### src/hw/port_cfg_pkg.sv
// Offsets, field positions and reset values of the port configuration slice
`default_nettype none
package port_cfg_pkg;
  localparam int ADDR_W = 12;
  localparam logic [11:0] OFF_DEV_CAP2 = 12'h0e4;
  localparam logic [11:0] OFF_DEV_CTL_STS2 = 12'h0e8;
  localparam logic [11:0] OFF_LINK_CAP2 = 12'h0ec;
  localparam logic [11:0] OFF_LINK_CTL_STS2 = 12'h0f0;
  localparam logic [11:0] OFF_SLOT_CAP2 = 12'h0f4;
  localparam logic [11:0] OFF_SLOT_CTL_STS2 = 12'h0f8;
  localparam logic [11:0] OFF_ERR_CAP_HDR = 12'h100;
  localparam logic [11:0] OFF_UNCOR_ERR = 12'h104;
  // Device capabilities two
  localparam int LTR_SUP_BIT = 11;
  localparam int OBFF_SUP_LSB = 18;
  localparam logic [1:0] OBFF_SUP_VAL = 2'h1;
  // Device control two
  localparam int LTR_EN_BIT = 10;
  localparam int OBFF_EN_LSB = 13;
  localparam logic [1:0] OBFF_EN_RST = 2'h0;
  // Link control and status two
  localparam int TGT_SPEED_LSB = 0;
  localparam logic [3:0] TGT_SPEED_RST = 4'h2;
  localparam int ENTER_COMPL_BIT = 4;
  localparam int HW_SPEED_INH_BIT = 5;
  localparam int SEL_DEEMPH_BIT = 6;
  localparam int TX_MARGIN_LSB = 7;
  localparam int ENTER_MOD_COMPL_BIT = 10;
  localparam int COMPL_SOS_BIT = 11;
  localparam int COMPL_DEEMPH_BIT = 12;
  localparam int CUR_DEEMPH_BIT = 16;
  // Error reporting header
  localparam logic [15:0] ERR_CAP_ID = 16'h0001;
  localparam logic [3:0] ERR_CAP_VER = 4'h1;
  localparam logic [11:0] ERR_NEXT_PTR = 12'h140;
  // Uncorrectable_error_flags
  localparam int UE_TRAIN = 0;
  localparam int UE_DLP = 4;
  localparam int UE_SDN = 5;
  localparam int UE_POISON = 12;
  localparam int UE_FCP = 13;
  localparam int UE_CTO = 14;
  localparam int UE_CA = 15;
  localparam int UE_UC = 16;
  localparam int UE_RXOVF = 17;
  localparam int UE_MALF = 18;
  localparam int UE_ECRC = 19;
  localparam int UE_UR = 20;
  localparam int UE_ACS = 21;
  localparam int UE_NUM = 13;
  localparam logic [31:0] UE_IMPL_MASK = 32'h003ff031;
  localparam logic [31:0] UE_DSP_ONLY_MASK = 32'h00000020;
endpackage
`default_nettype wire

### src/hw/sticky_flag.sv
// One write-one-to-clear sticky error flag
`default_nettype none
module sticky_flag (
  input wire logic sys_clk,
  input wire logic pwr_rst_n,
  input wire logic enable,
  input wire logic event_in,
  input wire logic clear,
  output logic flag
);
  typedef struct packed {
    logic flag_r;
  } flag_state_t;
  flag_state_t st_r;
  flag_state_t st_nxt;

  always_comb begin
    st_nxt = st_r;
    // Set wins over a clear in the same cycle
    if (clear) begin
      st_nxt.flag_r = 1'b0;
    end
    if (event_in && enable) begin
      st_nxt.flag_r = 1'b1;
    end
  end

  // Only a power-on reset reaches this flop, so the flag survives port resets
  always_ff @(posedge sys_clk or negedge pwr_rst_n) begin
    if (!pwr_rst_n) begin
      st_r <= '0;
    end else begin
      st_r <= st_nxt;
    end
  end

  assign flag = st_r.flag_r;
endmodule
`default_nettype wire

### src/hw/port_cfg_regs.sv
// Port configuration slice: second capability set, error header and error status
`default_nettype none
// Behaviour
// - Latency tolerance supported bit reads one
// - Buffer flush/fill supported field reads 01
// - Latency and flush/fill enables writable, reset zero
// - De-emphasis select read-only, reset by port role
// - Error header identifier reads 0001h
// - Error header version reads 1h
// - Error header next pointer reads 140h
// - Training error flag set by event
// - Link protocol error flag set by event
// - Surprise down flag, downstream ports only
// - Poisoned packet flag, received or generated
// - Flow control protocol error flag set
// - Completion timeout flag set by event
// - Completer abort flag set by event
// - Unexpected completion flag set by event
// - Receiver overflow flag set by event
// - Malformed packet flag set by event
// - End-to-end CRC error flag set
// - Unsupported request flag set by event
// - Access control violation flag set
module port_cfg_regs #(
  parameter bit DOWNSTREAM = 1'b0
) (
  input wire logic sys_clk,
  input wire logic rst_n,
  input wire logic pwr_rst_n,
  input wire logic [11:0] cfg_addr,
  input wire logic [31:0] cfg_wdata,
  input wire logic cfg_wr,
  input wire logic cfg_rd,
  output logic [31:0] cfg_rdata,
  input wire logic ev_training_err,
  input wire logic ev_dl_protocol_err,
  input wire logic ev_surprise_down,
  input wire logic ev_poisoned_tlp,
  input wire logic ev_fc_protocol_err,
  input wire logic ev_cpl_timeout,
  input wire logic ev_completer_abort,
  input wire logic ev_unexpected_cpl,
  input wire logic ev_rx_overflow,
  input wire logic ev_malformed_tlp,
  input wire logic ev_ecrc_err,
  input wire logic ev_unsupported_req,
  input wire logic ev_acs_violation,
  input wire logic cur_deemph_level,
  output logic ltr_enable,
  output logic [1:0] obff_enable,
  output logic [3:0] target_link_speed,
  output logic enter_compliance,
  output logic hardware_speed_change_inhibit,
  output logic [2:0] transmit_margin,
  output logic enter_mod_compliance,
  output logic compliance_skip_ordered_sets,
  output logic compliance_deemph
);
  typedef struct packed {
    logic [31:0] rdata_r;
    logic ltr_en_r;
    logic [1:0] obff_en_r;
    logic hw_inh_r;
  } port_state_t;
  typedef struct packed {
    logic [3:0] speed_r;
    logic compl_r;
    logic [2:0] margin_r;
    logic mod_compl_r;
    logic sos_r;
    logic cdeemph_r;
  } sticky_state_t;

  port_state_t st_r;
  port_state_t st_nxt;
  sticky_state_t sk_r;
  sticky_state_t sk_nxt;
  logic [31:0] ue_flags;
  logic [31:0] ue_events;
  logic [31:0] ue_clear;
  logic [31:0] rd_val;
  logic [15:0] link_ctl;
  logic sel_deemph;
  logic wr_dev_ctl;
  logic wr_link_ctl;

  // Flag count and the number of bits set in the implemented mask must agree
  if ($countones(port_cfg_pkg::UE_IMPL_MASK) != port_cfg_pkg::UE_NUM) begin : g_mask_check
    $error("implemented flag mask and flag count disagree");
  end

  assign sel_deemph = DOWNSTREAM;
  assign wr_dev_ctl = cfg_wr && (cfg_addr == port_cfg_pkg::OFF_DEV_CTL_STS2);
  assign wr_link_ctl = cfg_wr && (cfg_addr == port_cfg_pkg::OFF_LINK_CTL_STS2);

  always_comb begin
    ue_events = 32'h0;
    ue_events[port_cfg_pkg::UE_TRAIN] = ev_training_err;
    ue_events[port_cfg_pkg::UE_DLP] = ev_dl_protocol_err;
    ue_events[port_cfg_pkg::UE_SDN] = ev_surprise_down;
    ue_events[port_cfg_pkg::UE_POISON] = ev_poisoned_tlp;
    ue_events[port_cfg_pkg::UE_FCP] = ev_fc_protocol_err;
    ue_events[port_cfg_pkg::UE_CTO] = ev_cpl_timeout;
    ue_events[port_cfg_pkg::UE_CA] = ev_completer_abort;
    ue_events[port_cfg_pkg::UE_UC] = ev_unexpected_cpl;
    ue_events[port_cfg_pkg::UE_RXOVF] = ev_rx_overflow;
    ue_events[port_cfg_pkg::UE_MALF] = ev_malformed_tlp;
    ue_events[port_cfg_pkg::UE_ECRC] = ev_ecrc_err;
    ue_events[port_cfg_pkg::UE_UR] = ev_unsupported_req;
    ue_events[port_cfg_pkg::UE_ACS] = ev_acs_violation;
  end

  // Only a write to the status word clears, and only where a one is written
  assign ue_clear = (cfg_wr && (cfg_addr == port_cfg_pkg::OFF_UNCOR_ERR)) ?
                    cfg_wdata : 32'h0;

  for (genvar i = 0; i < 32; i++) begin : g_ue
    if (port_cfg_pkg::UE_IMPL_MASK[i]) begin : g_impl
      // Surprise down has no meaning on the upstream port
      localparam bit EN = !port_cfg_pkg::UE_DSP_ONLY_MASK[i] || DOWNSTREAM;
      sticky_flag u_flag (
        .sys_clk(sys_clk),
        .pwr_rst_n(pwr_rst_n),
        .enable(EN),
        .event_in(ue_events[i]),
        .clear(ue_clear[i]),
        .flag(ue_flags[i])
      );
    end else begin : g_rsvd
      assign ue_flags[i] = 1'b0;
    end
  end

  always_comb begin
    link_ctl = 16'h0;
    link_ctl[port_cfg_pkg::TGT_SPEED_LSB +: 4] = sk_r.speed_r;
    link_ctl[port_cfg_pkg::ENTER_COMPL_BIT] = sk_r.compl_r;
    link_ctl[port_cfg_pkg::HW_SPEED_INH_BIT] = st_r.hw_inh_r;
    link_ctl[port_cfg_pkg::SEL_DEEMPH_BIT] = sel_deemph;
    link_ctl[port_cfg_pkg::TX_MARGIN_LSB +: 3] = sk_r.margin_r;
    link_ctl[port_cfg_pkg::ENTER_MOD_COMPL_BIT] = sk_r.mod_compl_r;
    link_ctl[port_cfg_pkg::COMPL_SOS_BIT] = sk_r.sos_r;
    link_ctl[port_cfg_pkg::COMPL_DEEMPH_BIT] = sk_r.cdeemph_r;
  end

  // Read mux; unmapped offsets and reserved fields read zero
  always_comb begin
    rd_val = 32'h0;
    unique case (cfg_addr)
      port_cfg_pkg::OFF_DEV_CAP2: begin
        rd_val[port_cfg_pkg::LTR_SUP_BIT] = 1'b1;
        rd_val[port_cfg_pkg::OBFF_SUP_LSB +: 2] = port_cfg_pkg::OBFF_SUP_VAL;
      end
      port_cfg_pkg::OFF_DEV_CTL_STS2: begin
        rd_val[port_cfg_pkg::LTR_EN_BIT] = st_r.ltr_en_r;
        rd_val[port_cfg_pkg::OBFF_EN_LSB +: 2] = st_r.obff_en_r;
      end
      port_cfg_pkg::OFF_LINK_CTL_STS2: begin
        rd_val[15:0] = link_ctl;
        rd_val[port_cfg_pkg::CUR_DEEMPH_BIT] = cur_deemph_level;
      end
      port_cfg_pkg::OFF_ERR_CAP_HDR: begin
        rd_val = {port_cfg_pkg::ERR_NEXT_PTR, port_cfg_pkg::ERR_CAP_VER,
                  port_cfg_pkg::ERR_CAP_ID};
      end
      port_cfg_pkg::OFF_UNCOR_ERR: begin
        rd_val = ue_flags & port_cfg_pkg::UE_IMPL_MASK;
      end
      default: begin
        rd_val = 32'h0;
      end
    endcase
  end

  always_comb begin
    st_nxt = st_r;
    st_nxt.rdata_r = cfg_rd ? rd_val : 32'h0;
    if (wr_dev_ctl) begin
      st_nxt.ltr_en_r = cfg_wdata[port_cfg_pkg::LTR_EN_BIT];
      st_nxt.obff_en_r = cfg_wdata[port_cfg_pkg::OBFF_EN_LSB +: 2];
    end
    if (wr_link_ctl) begin
      st_nxt.hw_inh_r = cfg_wdata[port_cfg_pkg::HW_SPEED_INH_BIT];
    end
  end

  always_comb begin
    sk_nxt = sk_r;
    if (wr_link_ctl) begin
      sk_nxt.speed_r = cfg_wdata[port_cfg_pkg::TGT_SPEED_LSB +: 4];
      sk_nxt.compl_r = cfg_wdata[port_cfg_pkg::ENTER_COMPL_BIT];
      sk_nxt.margin_r = cfg_wdata[port_cfg_pkg::TX_MARGIN_LSB +: 3];
      sk_nxt.mod_compl_r = cfg_wdata[port_cfg_pkg::ENTER_MOD_COMPL_BIT];
      sk_nxt.sos_r = cfg_wdata[port_cfg_pkg::COMPL_SOS_BIT];
      sk_nxt.cdeemph_r = cfg_wdata[port_cfg_pkg::COMPL_DEEMPH_BIT];
    end
  end

  always_ff @(posedge sys_clk or negedge rst_n) begin
    if (!rst_n) begin
      st_r <= '0;
      st_r.obff_en_r <= port_cfg_pkg::OBFF_EN_RST;
    end else begin
      st_r <= st_nxt;
    end
  end

  // Sticky link settings follow the power-on reset only
  always_ff @(posedge sys_clk or negedge pwr_rst_n) begin
    if (!pwr_rst_n) begin
      sk_r <= '0;
      sk_r.speed_r <= port_cfg_pkg::TGT_SPEED_RST;
    end else begin
      sk_r <= sk_nxt;
    end
  end

  assign cfg_rdata = st_r.rdata_r;
  assign ltr_enable = st_r.ltr_en_r;
  assign obff_enable = st_r.obff_en_r;
  assign hardware_speed_change_inhibit = st_r.hw_inh_r;
  assign target_link_speed = sk_r.speed_r;
  assign enter_compliance = sk_r.compl_r;
  assign transmit_margin = sk_r.margin_r;
  assign enter_mod_compliance = sk_r.mod_compl_r;
  assign compliance_skip_ordered_sets = sk_r.sos_r;
  assign compliance_deemph = sk_r.cdeemph_r;

  // Each event but surprise down on the upstream port must show in its flag at the very next edge; set wins over clear
  AST_TRAIN_SET: assert property (@(posedge sys_clk) disable iff (!pwr_rst_n)
    ev_training_err |=> ue_flags[port_cfg_pkg::UE_TRAIN])
    else $error("training flag not set");
  AST_DLP_SET: assert property (@(posedge sys_clk) disable iff (!pwr_rst_n)
    ev_dl_protocol_err |=> ue_flags[port_cfg_pkg::UE_DLP])
    else $error("link protocol flag not set");
  AST_SDN_SET: assert property (@(posedge sys_clk) disable iff (!pwr_rst_n)
    (DOWNSTREAM && ev_surprise_down) |=> ue_flags[port_cfg_pkg::UE_SDN])
    else $error("surprise down flag not set");
  AST_SDN_UPSTREAM: assert property (@(posedge sys_clk) disable iff (!pwr_rst_n)
    !DOWNSTREAM |-> !ue_flags[port_cfg_pkg::UE_SDN])
    else $error("surprise down set on upstream port");
  AST_POISON_SET: assert property (@(posedge sys_clk) disable iff (!pwr_rst_n)
    ev_poisoned_tlp |=> ue_flags[port_cfg_pkg::UE_POISON])
    else $error("poisoned packet flag not set");
  AST_FCP_SET: assert property (@(posedge sys_clk) disable iff (!pwr_rst_n)
    ev_fc_protocol_err |=> ue_flags[port_cfg_pkg::UE_FCP])
    else $error("flow control flag not set");
  AST_CTO_SET: assert property (@(posedge sys_clk) disable iff (!pwr_rst_n)
    ev_cpl_timeout |=> ue_flags[port_cfg_pkg::UE_CTO])
    else $error("completion timeout flag not set");
  AST_CA_SET: assert property (@(posedge sys_clk) disable iff (!pwr_rst_n)
    ev_completer_abort |=> ue_flags[port_cfg_pkg::UE_CA])
    else $error("completer abort flag not set");
  AST_UC_SET: assert property (@(posedge sys_clk) disable iff (!pwr_rst_n)
    ev_unexpected_cpl |=> ue_flags[port_cfg_pkg::UE_UC])
    else $error("unexpected completion flag not set");
  AST_RXOVF_SET: assert property (@(posedge sys_clk) disable iff (!pwr_rst_n)
    ev_rx_overflow |=> ue_flags[port_cfg_pkg::UE_RXOVF])
    else $error("receiver overflow flag not set");
  AST_MALF_SET: assert property (@(posedge sys_clk) disable iff (!pwr_rst_n)
    ev_malformed_tlp |=> ue_flags[port_cfg_pkg::UE_MALF])
    else $error("malformed packet flag not set");
  AST_ECRC_SET: assert property (@(posedge sys_clk) disable iff (!pwr_rst_n)
    ev_ecrc_err |=> ue_flags[port_cfg_pkg::UE_ECRC])
    else $error("end-to-end crc flag not set");
  AST_UR_SET: assert property (@(posedge sys_clk) disable iff (!pwr_rst_n)
    ev_unsupported_req |=> ue_flags[port_cfg_pkg::UE_UR])
    else $error("unsupported request flag not set");
  AST_ACS_SET: assert property (@(posedge sys_clk) disable iff (!pwr_rst_n)
    ev_acs_violation |=> ue_flags[port_cfg_pkg::UE_ACS])
    else $error("access control flag not set");

  // Only a written one clears; a zero or a colliding event keeps the flag
  AST_W1C_CLEAR: assert property (@(posedge sys_clk) disable iff (!pwr_rst_n)
    (ue_clear[port_cfg_pkg::UE_UR] && !ev_unsupported_req)
    |=> !ue_flags[port_cfg_pkg::UE_UR])
    else $error("write one did not clear");
  AST_W0_KEEP: assert property (@(posedge sys_clk) disable iff (!pwr_rst_n)
    (ue_flags[port_cfg_pkg::UE_MALF] && !ue_clear[port_cfg_pkg::UE_MALF])
    |=> ue_flags[port_cfg_pkg::UE_MALF])
    else $error("flag lost without clear");
  AST_SET_WINS: assert property (@(posedge sys_clk) disable iff (!pwr_rst_n)
    (ev_cpl_timeout && ue_clear[port_cfg_pkg::UE_CTO])
    |=> ue_flags[port_cfg_pkg::UE_CTO])
    else $error("event lost against clear");

  // Read data answer one cycle after the strobe and fall back to zero
  AST_HDR_READ: assert property (@(posedge sys_clk) disable iff (!rst_n)
    (cfg_rd && cfg_addr == port_cfg_pkg::OFF_ERR_CAP_HDR)
    |=> cfg_rdata == 32'h14010001)
    else $error("error header value wrong");
  AST_HDR_ID: assert property (@(posedge sys_clk) disable iff (!rst_n)
    (cfg_rd && cfg_addr == port_cfg_pkg::OFF_ERR_CAP_HDR)
    |=> cfg_rdata[15:0] == 16'h0001)
    else $error("error header identifier wrong");
  AST_HDR_VER: assert property (@(posedge sys_clk) disable iff (!rst_n)
    (cfg_rd && cfg_addr == port_cfg_pkg::OFF_ERR_CAP_HDR)
    |=> cfg_rdata[19:16] == 4'h1)
    else $error("error header version wrong");
  AST_CAP_READ: assert property (@(posedge sys_clk) disable iff (!rst_n)
    (cfg_rd && cfg_addr == port_cfg_pkg::OFF_DEV_CAP2)
    |=> cfg_rdata == 32'h00040800)
    else $error("device capability value wrong");
  AST_OBFF_SUP: assert property (@(posedge sys_clk) disable iff (!rst_n)
    (cfg_rd && cfg_addr == port_cfg_pkg::OFF_DEV_CAP2)
    |=> cfg_rdata[19:18] == 2'h1)
    else $error("flush/fill support field wrong");
  AST_RSVD_ZERO: assert property (@(posedge sys_clk) disable iff (!rst_n)
    (cfg_rd && cfg_addr == port_cfg_pkg::OFF_UNCOR_ERR)
    |=> (cfg_rdata & ~32'h003ff031) == 32'h0)
    else $error("reserved status bits nonzero");
  AST_DEEMPH_RO: assert property (@(posedge sys_clk) disable iff (!rst_n)
    (cfg_rd && cfg_addr == port_cfg_pkg::OFF_LINK_CTL_STS2)
    |=> cfg_rdata[6] == DOWNSTREAM)
    else $error("de-emphasis select wrong");
  AST_RD_IDLE: assert property (@(posedge sys_clk) disable iff (!rst_n)
    !cfg_rd |=> cfg_rdata == 32'h0)
    else $error("read data outside read slot");

  // Control fields move only on a write to their own word
  AST_CTL_WRITE: assert property (@(posedge sys_clk) disable iff (!rst_n)
    wr_dev_ctl |=> (ltr_enable == $past(cfg_wdata[10])) &&
    (obff_enable == $past(cfg_wdata[14:13])))
    else $error("device control write lost");
  AST_DEVCTL_KEEP: assert property (@(posedge sys_clk) disable iff (!rst_n)
    !wr_dev_ctl |=> $stable(ltr_enable) && $stable(obff_enable))
    else $error("device control changed without write");

  COV_W1C: cover property (@(posedge sys_clk) disable iff (!pwr_rst_n)
    ue_flags[port_cfg_pkg::UE_TRAIN] ##1 ue_clear[port_cfg_pkg::UE_TRAIN]);
  COV_COLLIDE: cover property (@(posedge sys_clk) disable iff (!pwr_rst_n)
    ev_cpl_timeout && ue_clear[port_cfg_pkg::UE_CTO]);
  COV_CTL_WR: cover property (@(posedge sys_clk) disable iff (!rst_n) wr_link_ctl);
  COV_SDN: cover property (@(posedge sys_clk) disable iff (!pwr_rst_n)
    DOWNSTREAM && ev_surprise_down);
  COV_RD_ERR: cover property (@(posedge sys_clk) disable iff (!rst_n)
    cfg_rd && cfg_addr == port_cfg_pkg::OFF_UNCOR_ERR);
endmodule
`default_nettype wire

### config.mk
export PLATFORM = sky130hd
export DESIGN_NAME = port_cfg_regs
export DESIGN_NICKNAME = d
export VERILOG_FILES = /design/src/hw/port_cfg_pkg.sv /design/src/hw/sticky_flag.sv /design/src/hw/port_cfg_regs.sv
export SDC_FILE = /design/constraint.sdc
export NUM_CORES = 1
export LEC_CHECK = 0
export BUFFER_PORTS_ARGS = -buffer_cell sky130_fd_sc_hd__buf_2
export CAP_MARGIN = 10
export CORE_MARGIN = 1.5
export CORE_UTILIZATION = 44
export DETAILED_ROUTE_END_ITERATION = 6
export PLACE_DENSITY = 0.88
export SYNTH_ARGS = -nofsm -noshare
export SYNTH_HDL_FRONTEND = slang
export SYNTH_SLANG_ARGS = --single-unit
### constraint.sdc
create_clock -name sys_clk -period 0.9 [get_ports sys_clk]
set_input_delay 0.135 -clock sys_clk [delete_from_list [all_inputs] [get_ports sys_clk]]
set_output_delay 0.135 -clock sys_clk [all_outputs]
set_load 0.01 [all_outputs]
==> results of run 1 <==
## registers in the layout, indices dropped and copies added, names as in the netlist, 2 cells and up
signal and count:
g_ue.g_impl.u_flag.flag 12, obff_enable 2, cfg_rdata 22, target_link_speed 4, transmit_margin 3
## through the flow
stage                     hold slack, ps  TNS (ps)  total power, mW
final                               8.85    -23440             3.80
after floorplan                     -161    -26910             2.36
after detailed placement            18.8    -37370             2.58
after CTS                           1.79    -22660             3.82
after global routing                8.43    -26000             3.96
after global placement              10.7    -36080             2.57
## power by group through the flow
stage          Combinational, mW  Clock, mW  Sequential (mW)
2_1_floorplan              0.107          0             2.25
3_3_place_gp               0.317          0             2.25
4_1_cts                    0.365       1.25             2.20
5_1_grt                    0.410       1.34             2.21
6_report                   0.373       1.22             2.20
3_5_place_dp               0.329          0             2.25
## final cells by class
type / instances / area (um2) / area share
Timing Repair Buffer: 127 / 867 / 0.275
Sequential cell: 49 / 1230 / 0.389
Multi-Input combinational cell: 94 / 858 / 0.272
Clock inverter: 1 / 7.51 / 0.00238
Inverter: 15 / 56.3 / 0.0178
Clock buffer: 7 / 76.3 / 0.0242
Tap cell: 52 / 65.1 / 0.0206
## worst max-delay path, stage by stage
cell                     delay (ps)
sky130_fd_sc_hd__buf_6           90
sky130_fd_sc_hd__or4b_4         510
sky130_fd_sc_hd__or4_4          590
sky130_fd_sc_hd__mux2_4         320
## cell usage in the layout, fill, tap and decap left out
cell type and n:
sky130_fd_sc_hd__a21bo_2 2, sky130_fd_sc_hd__a22o_1 6, sky130_fd_sc_hd__a31oi_1 12, sky130_fd_sc_hd__and2_1 6, sky130_fd_sc_hd__and2_4 6, sky130_fd_sc_hd__buf_12 2
sky130_fd_sc_hd__buf_2 79, sky130_fd_sc_hd__buf_4 26, sky130_fd_sc_hd__buf_6 17, sky130_fd_sc_hd__clkbuf_1 2, sky130_fd_sc_hd__clkbuf_16 1, sky130_fd_sc_hd__clkbuf_8 5
sky130_fd_sc_hd__clkinvlp_4 1, sky130_fd_sc_hd__conb_1 9, sky130_fd_sc_hd__dfrtp_1 48, sky130_fd_sc_hd__dfstp_2 1, sky130_fd_sc_hd__dlygate4sd3_1 2, sky130_fd_sc_hd__inv_1 15
sky130_fd_sc_hd__mux2_4 15, sky130_fd_sc_hd__nand2b_1 3, sky130_fd_sc_hd__nand3b_1 3, sky130_fd_sc_hd__nand4b_1 1, sky130_fd_sc_hd__nor2_1 12, sky130_fd_sc_hd__nor2b_1 1
sky130_fd_sc_hd__nor4_1 2, sky130_fd_sc_hd__nor4_4 6, sky130_fd_sc_hd__o22a_1 1, sky130_fd_sc_hd__or3_4 2, sky130_fd_sc_hd__or4_4 3, sky130_fd_sc_hd__or4b_4 4
## final timing paths
kind | depth (start not counted) | endpoint | slack [ps] | startpoint
min in group asynchronous | 2 | cfg_rdata[1] | 230 | rst_n
max in group asynchronous | 3 | g_ue[0].g_impl.u_flag.flag | 220 | pwr_rst_n
min reg2reg | 1 | cfg_rdata[19] | 500 | g_ue[19].g_impl.u_flag.flag
max | 4 | ltr_enable | -560 | cfg_addr[0]
min | 2 | g_ue[18].g_impl.u_flag.flag | 9 | cfg_wdata[18]
max reg2reg | 3 | cfg_rdata[4] | -40 | g_ue[4].g_impl.u_flag.flag
## repair_timing
action                                 4_1_cts  5_1_grt
endpoints found under the hold margin       40        0
cloned                                       1        0
hold buffers                                 2        0
pin swaps                                   12       10
resized for setup                           26       12
buffers inserted                            15        1
setup endpoints to repair                   87       87
## layer usage
layer  wire length [um]  GRT usage  vias up  share of wire
met5                  0          0        -              0
met4                106     0.0860        0          0.020
met3                354     0.0513       13          0.068
met2               2690      0.386       73           0.52
met1               2070      0.247      835           0.40
li1                   -          -      807              -
## cells by family (layout without fill, tap and decap cells)
group	after synthesis	count (layout)
AOI/OAI and AO/OA	21	21
muxes	15	15
and+or+nand+nor	49	49
other	1	9
buffers and inverters	28	150
DFF	49	49
==> results.md, run 1 <==
- Layout cells sized above 1: 0.580
- Violated checks: setup timing
- Multiplexer fraction of the synthesized cell area: 0.0886
- Non-filler cells in the finished layout: 345
- Most common flop cell mapped by yosys: sky130_fd_sc_hd__dfrtp_1
- Adder-cell share of the synthesized area: 0
- Mean number of vias per cell: 5.01
- Warnings, synthesis: 0
- Register bit count reported by yosys: 49
- Worst setup path class: input pin to flip-flop
- Required time of the critical path: 1090 ps
- Switching power summed over all nets: 0.856 mW
- Count of maximum capacitance violations: 0
- Crit path launch type: input pin
- DRC violation total after the first TritonRoute iteration: 45
- Pint: 2.94 mW
- Chip Height: 71 um
- Core region area: 4410 um2
- Leak pwr: 1.72 nW
- Leading cell types by count after synthesis: 48 x sky130_fd_sc_hd__dfrtp_1, 15 x sky130_fd_sc_hd__inv_1, 12 x sky130_fd_sc_hd__a31oi_1, 12 x sky130_fd_sc_hd__and2_1, 12 x sky130_fd_sc_hd__nor2_1
- Global router's overall resource usage: 0.215
- Area fraction in compound gates after synthesis: 0.0769
- Ratio of total power to cell area: 1200 nW/um2
- Place WS: -894 ps
- Residual overflow from global routing: 0
- Share of power burned in the clock network: 0.321
- Number of setup violations in the final report: 87
- Cell count after synthesis: 163
- Worst min-delay path category: input pin to flip-flop
- Via Count: 1728
- XOR/XNOR share of the synthesized area: 0
- Fraction of registers with async set or reset after synthesis: 1.00
- I/O pin count: 110
- Clock skew after layout: 2.04 ps
- Max Buffers Root-to-Sink: 2
- Nets: 355
- Largest fanout on the critical path: 3
- Maximum ir drop on the vdd rail: 0.000649 V
- Latest clock arrival within the worst-skew pair: 300 ps
- Post-layout min period: 1460 ps
- Highest clock frequency the design can meet: 685 MHz
- Max Transition Viols Final: 0
- Area share of the leading cell type in the synthesized netlist: 0.590
- Arrival time at the worst endpoint: 1650 ps
- Run status: finished, violations left
- Netlist area before placement: 2030 um2
- Post-placement cell count: 320
- Number of antenna violations at the first check in global routing: 0
- Critical path capture point type: flip-flop
- Post-synth EDFFs: 0
- Count of TritonRoute iterations in the first routing pass: 4
- CTS Root Buffer Type: sky130_fd_sc_hd__clkbuf_8
- Comb pwr share: 0.098
- Initial Util: 0.461
- Area overhead of the layout relative to synthesis: 55.2%
- Area share of and/or/nand/nor cells after synthesis: 0.158
- Horiz. Die Dim: 71 um
- DRC violations left: 0
- Clock tree from TritonCTS: done
- Most common cell in the netlist: sky130_fd_sc_hd__dfrtp_1
- Filler Cell Count: 309
- Routed wire length per instance: 15.1 um
- Largest family of logic cells by synthesized area: simple AND/OR/NAND/NOR gates
- Clock sinks: 49
- Main area contributors after synthesis: sky130_fd_sc_hd__dfrtp_1 59%, sky130_fd_sc_hd__mux2_2 6.1%, sky130_fd_sc_hd__a31oi_1 3.7%
- Site Rows: 24
- Placement-stage cell area: 2770 um2
- Share of the yosys chip area belonging to registers: 0.603
- Floorplan die area: 5040 um2
- Area of all placed cells without fillers: 3160 um2
- End-of-flow core utilization: 0.715
- Wire length of the first global-routing pass: 8390 um
- Number of buffers added by the clock tree synthesis step: 5
- Area leader, netlist: sky130_fd_sc_hd__dfrtp_1
- Global placement routability congestion: 0.837
- Pin count of the biggest net entering global routing: 18
- Average cell area after synthesis: 12.5 um2
- Fraction of power consumed by sequential logic: 0.581
- Number of global-route vias before repair: 1824
- Remaining antenna violation count after routing: 0
- Number of H-tree levels: 2
- Total of buffers placed on input and output ports: 88
- Number of antenna cells inserted: 0
- Count of different cell masters after synthesis: 27
- Post-route worst setup slack: -560 ps
- Fraction of power spent switching nets: 0.225
- Routed wire length: 5220 um
- Clock transition at path regs: 80 ps
- Final clock period utilization by the worst path: 1.62
- RSZ-0062 raised after global routing: true
- HPWL reported at the end of detailed placement: 3760 um
- Final Hold Vio Count: 0
Power figures use the tool's default switching activity.
==> run 2: changes to the inputs <==
Settings changed: MAX_ROUTING_LAYER set to met4.
==> run 2 against run 1 <==
  * The flow still finishes with violations (setup timing)
  * Critical endpoint unchanged
  * Wire length up 0.52%
  * Worst setup slack better by 3.6 ps
  * Critical path depth unchanged
  * Sequential power about the same
  * Final area unchanged
  * Core utilization unchanged
  * Register-to-register slack about the same
  * Sequential share of layout area unchanged
  * Die area unchanged
==> results.md, run 2 (synthesis gave the netlist of run 1 again) <==
- Hold Startpoint: cfg_wdata[21]
- Ratio of total power to cell area: 1210 nW/um2
- Clock transition at path regs: 80 ps
- Arrival time at the worst endpoint: 1650 ps
- Global placement routability congestion: 0.849
- Place WS: -894 ps
- Crit path launch type: input pin
- I/O pin count: 110
- Core region area: 4410 um2
- Post-route worst setup slack: -556 ps
- Crit path largest cell delay: 590 ps
- Run status: finished, violations left
- RSZ-0062 raised after global routing: true
- Number of antenna cells inserted: 0
- Largest fanout on the critical path: 3
- Total of buffers placed on input and output ports: 88
- Max Buffers Root-to-Sink: 2
- Max Transition Viols Final: 0
- Post-placement cell count: 320
- Latest clock arrival within the worst-skew pair: 300 ps
- Horiz. Die Dim: 71 um
- Routed wire length per instance: 15.2 um
- Area of all placed cells without fillers: 3160 um2
- Leak pwr: 1.72 nW
- Count of TritonRoute iterations in the first routing pass: 4
- Floorplan die area: 5040 um2
- Clock skew after layout: 2.36 ps
- Number of antenna violations at the first check in global routing: 0
- Layout cells sized above 1: 0.580
- Count of maximum capacitance violations: 0
- DRC violation total after the first TritonRoute iteration: 51
- Number of global-route vias before repair: 1821
- Worst setup path class: input pin to flip-flop
- Largest register FFs: 22
- Most common cell after layout, fill and taps aside: sky130_fd_sc_hd__buf_2
- Routed wire length: 5250 um
- Post-layout min period: 1460 ps
- Maximum ir drop on the vdd rail: 0.000649 V
- Initial Util: 0.461
- Area overhead of the layout relative to synthesis: 55.2%
- Chip Height: 71 um
- Remaining antenna violation count after routing: 0
- Mean number of vias per cell: 5.01
- Via Count: 1727
- Worst min-delay path category: input pin to flip-flop
- Residual overflow from global routing: 0
- Slowest library cell on the worst path: sky130_fd_sc_hd__or4_4
- Count of buffering cells on the critical path with inverters included: 1
- Site Rows: 24
- Wire length of the first global-routing pass: 8400 um
- Global router's overall resource usage: 0.222
- Pin count of the biggest net entering global routing: 18
- Placement-stage cell area: 2770 um2
- Number of setup violations in the final report: 87
- Number of H-tree levels: 2
- Nets: 355
- Critical path capture point type: flip-flop
- Reg2reg start: g_ue[4].g_impl.u_flag.flag
- Kind of cell with the highest combined delay on the critical path: simple AND/OR/NAND/NOR gates
- Highest clock frequency the design can meet: 687 MHz
- HPWL reported at the end of detailed placement: 3760 um
- Critical-path cell list: buf_6, or4b_4, or4_4, mux2_4
- Violated checks: setup timing
- Final clock period utilization by the worst path: 1.62
- Clock tree from TritonCTS: done
- CTS Root Buffer Type: sky130_fd_sc_hd__clkbuf_8
- Clock sinks: 49
- Number of buffers added by the clock tree synthesis step: 5
- Filler Cell Count: 309
- Crit. Startpoint: cfg_addr[0]
- Non-filler cells in the finished layout: 345
- Required time of the critical path: 1090 ps
- Final Hold Vio Count: 0
- Commonest non-fill, non-tap cells in the layout: 79 x sky130_fd_sc_hd__buf_2, 48 x sky130_fd_sc_hd__dfrtp_1, 26 x sky130_fd_sc_hd__buf_4
- DRC violations left: 0
run 2: final timing paths:
check,slack (ps),endpoint,cells after the start
hold reg to reg,500,cfg_rdata[18],1
hold / removal,6,g_ue[21].g_impl.u_flag.flag,2
max in group asynchronous,220,g_ue[0].g_impl.u_flag.flag,3
min in group asynchronous,230,cfg_rdata[1],2
setup reg to reg,-50,cfg_rdata[4],3
setup / recovery,-560,ltr_enable,4
run 2: worst reg2reg max path: cells and delay by family, from the launching register on:
kind	cells	cell delay, ps
buf+inv	1	50
simple gates	1	300
flops	1	360
compound gates	1	170
run 2: power by group:
part | switching, mW | internal [mW] | total, mW
sequential | 0.00180 | 2.20 | 2.20
combinational | 0.185 | 0.189 | 0.373
clock | 0.678 | 0.550 | 1.23
run 2: layer usage:
layer / track usage / up-vias / share of wire
li1: - / 807 / -
met5: - / - / 0
met2: 0.386 / 76 / 0.51
met1: 0.248 / 831 / 0.40
met4: 0.0860 / 0 / 0.019
met3: 0.0499 / 13 / 0.068
run 2: repair_timing:
action / CTS / global route
setup endpoints to repair: 87 / 87
endpoints found under the hold margin: 40 / 0
gates resized for setup: 26 / 12
buffers inserted: 15 / 1
hold buffers: 2 / 0
pin swaps: 12 / 10
cloned: 1 / 0
run 2: through the flow:
| step | hold WS (ps) | total power, mW | util | TNS, ps |
|---|---|---|---|---|
| floorplan | -161 | 2.36 | - | -26910 |
| global placement | 10.7 | 2.57 | 0.628 | -36080 |
| detailed placement | 18.8 | 2.58 | 0.628 | -37370 |
| CTS | 1.79 | 3.82 | 0.711 | -22660 |
| global route | 8.42 | 3.96 | 0.715 | -26000 |
| finish | 6.03 | 3.81 | 0.715 | -23470 |
run 2: cell type report:
cell class / instances / area, um2 / area share
clock inverters: 1 / 7.51 / 0.00238
multi-input cells: 94 / 858 / 0.272
repair buffers: 127 / 867 / 0.275
clock buffers: 7 / 76.3 / 0.0242
well taps: 52 / 65.1 / 0.0206
flip-flops and latches: 49 / 1230 / 0.389
inverters: 15 / 56.3 / 0.0178
==> run 3: changes to the inputs <==
Settings changed: GPL_TIMING_DRIVEN set to 0.
==> run 3 against run 2 <==
  * The flow still finishes with violations (setup timing)
  * Worst hold slack gained 7.4 ps
  * Via count up 1.6%
  * First-iteration DRC count is 18% higher
  * Largest cell class unchanged
==> results.md, run 3 (synthesis gave the netlist of run 1 again) <==
- Met3 track demand over resource: 0.0370
- Actual slew at the worst max-slew pin: 596 ps
- Clock tree from TritonCTS: done
- Final clock period utilization by the worst path: 1.70
- Initial Util: 0.461
- Required time of the critical path: 1080 ps
- Worst R2R Path Depth: 3
- Via Count: 1754
- Residual overflow from global routing: 0
- I/O pin count: 110
- Violated checks: setup timing
- Critical path capture point type: flip-flop
- Global placement routability congestion: 0.802
- Clock transition at path regs: 80 ps
- Worst hold path cell count: 2
- Site Rows: 24
- Number of buffers added by the clock tree synthesis step: 5
- Filler Cell Count: 277
- Clock skew after layout: 4.86 ps
- Relative max-transition margin: 0.603
- Hold worst-path end: g_ue[21].g_impl.u_flag.flag
- RSZ-0062 raised after global routing: true
- Number of antenna violations at the first check in global routing: 0
- Post-route worst setup slack: -626 ps
- Worst min-delay path category: input pin to flip-flop
- Routed wire length per instance: 16.6 um
- Ratio of total power to cell area: 1180 nW/um2
- Commonest non-fill, non-tap cells in the layout: 75 x sky130_fd_sc_hd__buf_2, 48 x sky130_fd_sc_hd__dfrtp_1, 31 x sky130_fd_sc_hd__buf_4
- Leak pwr: 1.76 nW
- Nets: 361
- Number of global-route vias before repair: 1747
- Horiz. Die Dim: 71 um
- R2R Path End: cfg_rdata[4]
- Highest clock frequency the design can meet: 655 MHz
- Hold Startpoint: cfg_wdata[21]
- Run status: finished, violations left
- Maximum ir drop on the vdd rail: 0.000699 V
- Layout cells sized above 1: 0.589
- Global routing usage on met2: 0.383
- DRC violation total after the first TritonRoute iteration: 60
- Arrival time at the worst endpoint: 1710 ps
- Largest register FFs: 22
- Mean number of vias per cell: 5.00
- Latest clock arrival within the worst-skew pair: 290 ps
- Total of buffers placed on input and output ports: 88
- Clock sinks: 49
- Remaining antenna violation count after routing: 0
- Largest fanout on the critical path: 4
- Most common cell after layout, fill and taps aside: sky130_fd_sc_hd__buf_2
- Floorplan die area: 5040 um2
- Final hold slack: 13.4 ps
- DRC violations left: 0
- Worst setup path class: input pin to flip-flop
- GRT Max-Usage Layer: met2
- Number of antenna cells inserted: 0
- Crit path launch type: input pin
- Global router's overall resource usage: 0.230
- FF/Latch Area: 1230 um2
- Global Route met1 Usage: 0.282
- Area taken by multi-input logic gates: 883 um2
- Reg2reg start: g_ue[4].g_impl.u_flag.flag
- Total power: 3.81 mW
- CTS Root Buffer Type: sky130_fd_sc_hd__clkbuf_8
- Area overhead of the layout relative to synthesis: 59.0%
- Core region area: 4410 um2
- Number of H-tree levels: 2
- Post-layout min period: 1530 ps
- Max Buffers Root-to-Sink: 2
- Chip Height: 71 um
- Count of maximum capacitance violations: 0
- HPWL reported at the end of detailed placement: 3470 um
- Number of setup violations in the final report: 87
- Final Hold Vio Count: 0
- Internal reg-to-reg setup slack: -60 ps
- Crit. Startpoint: cfg_addr[0]
- Pin count of the biggest net entering global routing: 27
- Max Transition Viols Final: 0
- Count of TritonRoute iterations in the first routing pass: 4
- Routed wire length: 5810 um
- Wire length of the first global-routing pass: 8650 um
[run 3: timing repair]
item                                    4_1_cts  5_1_grt
endpoints found under the setup margin       87       87
setup buffers                                23        4
resized for setup                            38       20
hold endpoints to repair                     48        0
hold buffers                                  2        0
cloned                                        2        1
pin swaps                                    12       12
[run 3: cell type report]
cell class,instances,share of cell area
Buffer,13,0.0356
Clock buffer,7,0.0236
Clock inverter,1,0.00232
Inverter,15,0.0174
Multi-Input combinational cell,94,0.273
Sequential cell,49,0.379
Tap cell,52,0.0201
Timing Repair Buffer,120,0.249
[run 3: how the worst max path moves through the flow]
stage,endpoint,slack [ps],cells past startpoint
6_report,ltr_enable,-630,4
5_1_grt,ltr_enable,-630,4
4_1_cts,obff_enable[0],-600,4
3_5_place_dp,g_ue[15].g_impl.u_flag.flag,-1080,5
3_3_place_gp,g_ue[17].g_impl.u_flag.flag,-1090,5
2_1_floorplan,ltr_enable,-770,3
[run 3: power breakdown]
group / switching, mW / internal (mW) / total (mW) / leakage (nW)
logic: 0.195 / 0.194 / 0.389 / 1.11
clock network: 0.670 / 0.550 / 1.22 / 0.0385
registers: 0.00190 / 2.20 / 2.20 / 0.618
total: 0.866 / 2.95 / 3.81 / 1.76
[run 3: metrics by stage]
| step | utilization | worst slack [ps] | cell area (um2) | instances | setup TNS [ps] |
|---|---|---|---|---|---|
| after floorplan | - | -768 | 2150 | 171 | -26910 |
| after global placement | 0.602 | -1090 | 2660 | 311 | -42910 |
| after detailed placement | 0.602 | -1080 | 2660 | 311 | -43840 |
| after CTS | 0.706 | -599 | 3120 | 346 | -22240 |
| after global routing | 0.733 | -626 | 3240 | 351 | -25200 |
| final | 0.733 | -626 | 3240 | 351 | -23040 |
[run 3: critical path: stages]
cell	delay (ps)
sky130_fd_sc_hd__buf_8	100
sky130_fd_sc_hd__or4b_4	540
sky130_fd_sc_hd__or4_4	600
sky130_fd_sc_hd__mux2_4	330
[run 3: per-layer routing]
layer,part of all wire,vias to the layer above
met1,0.40,838
met4,0.028,0
li1,-,820
met5,0,-
met2,0.51,81
met3,0.056,15
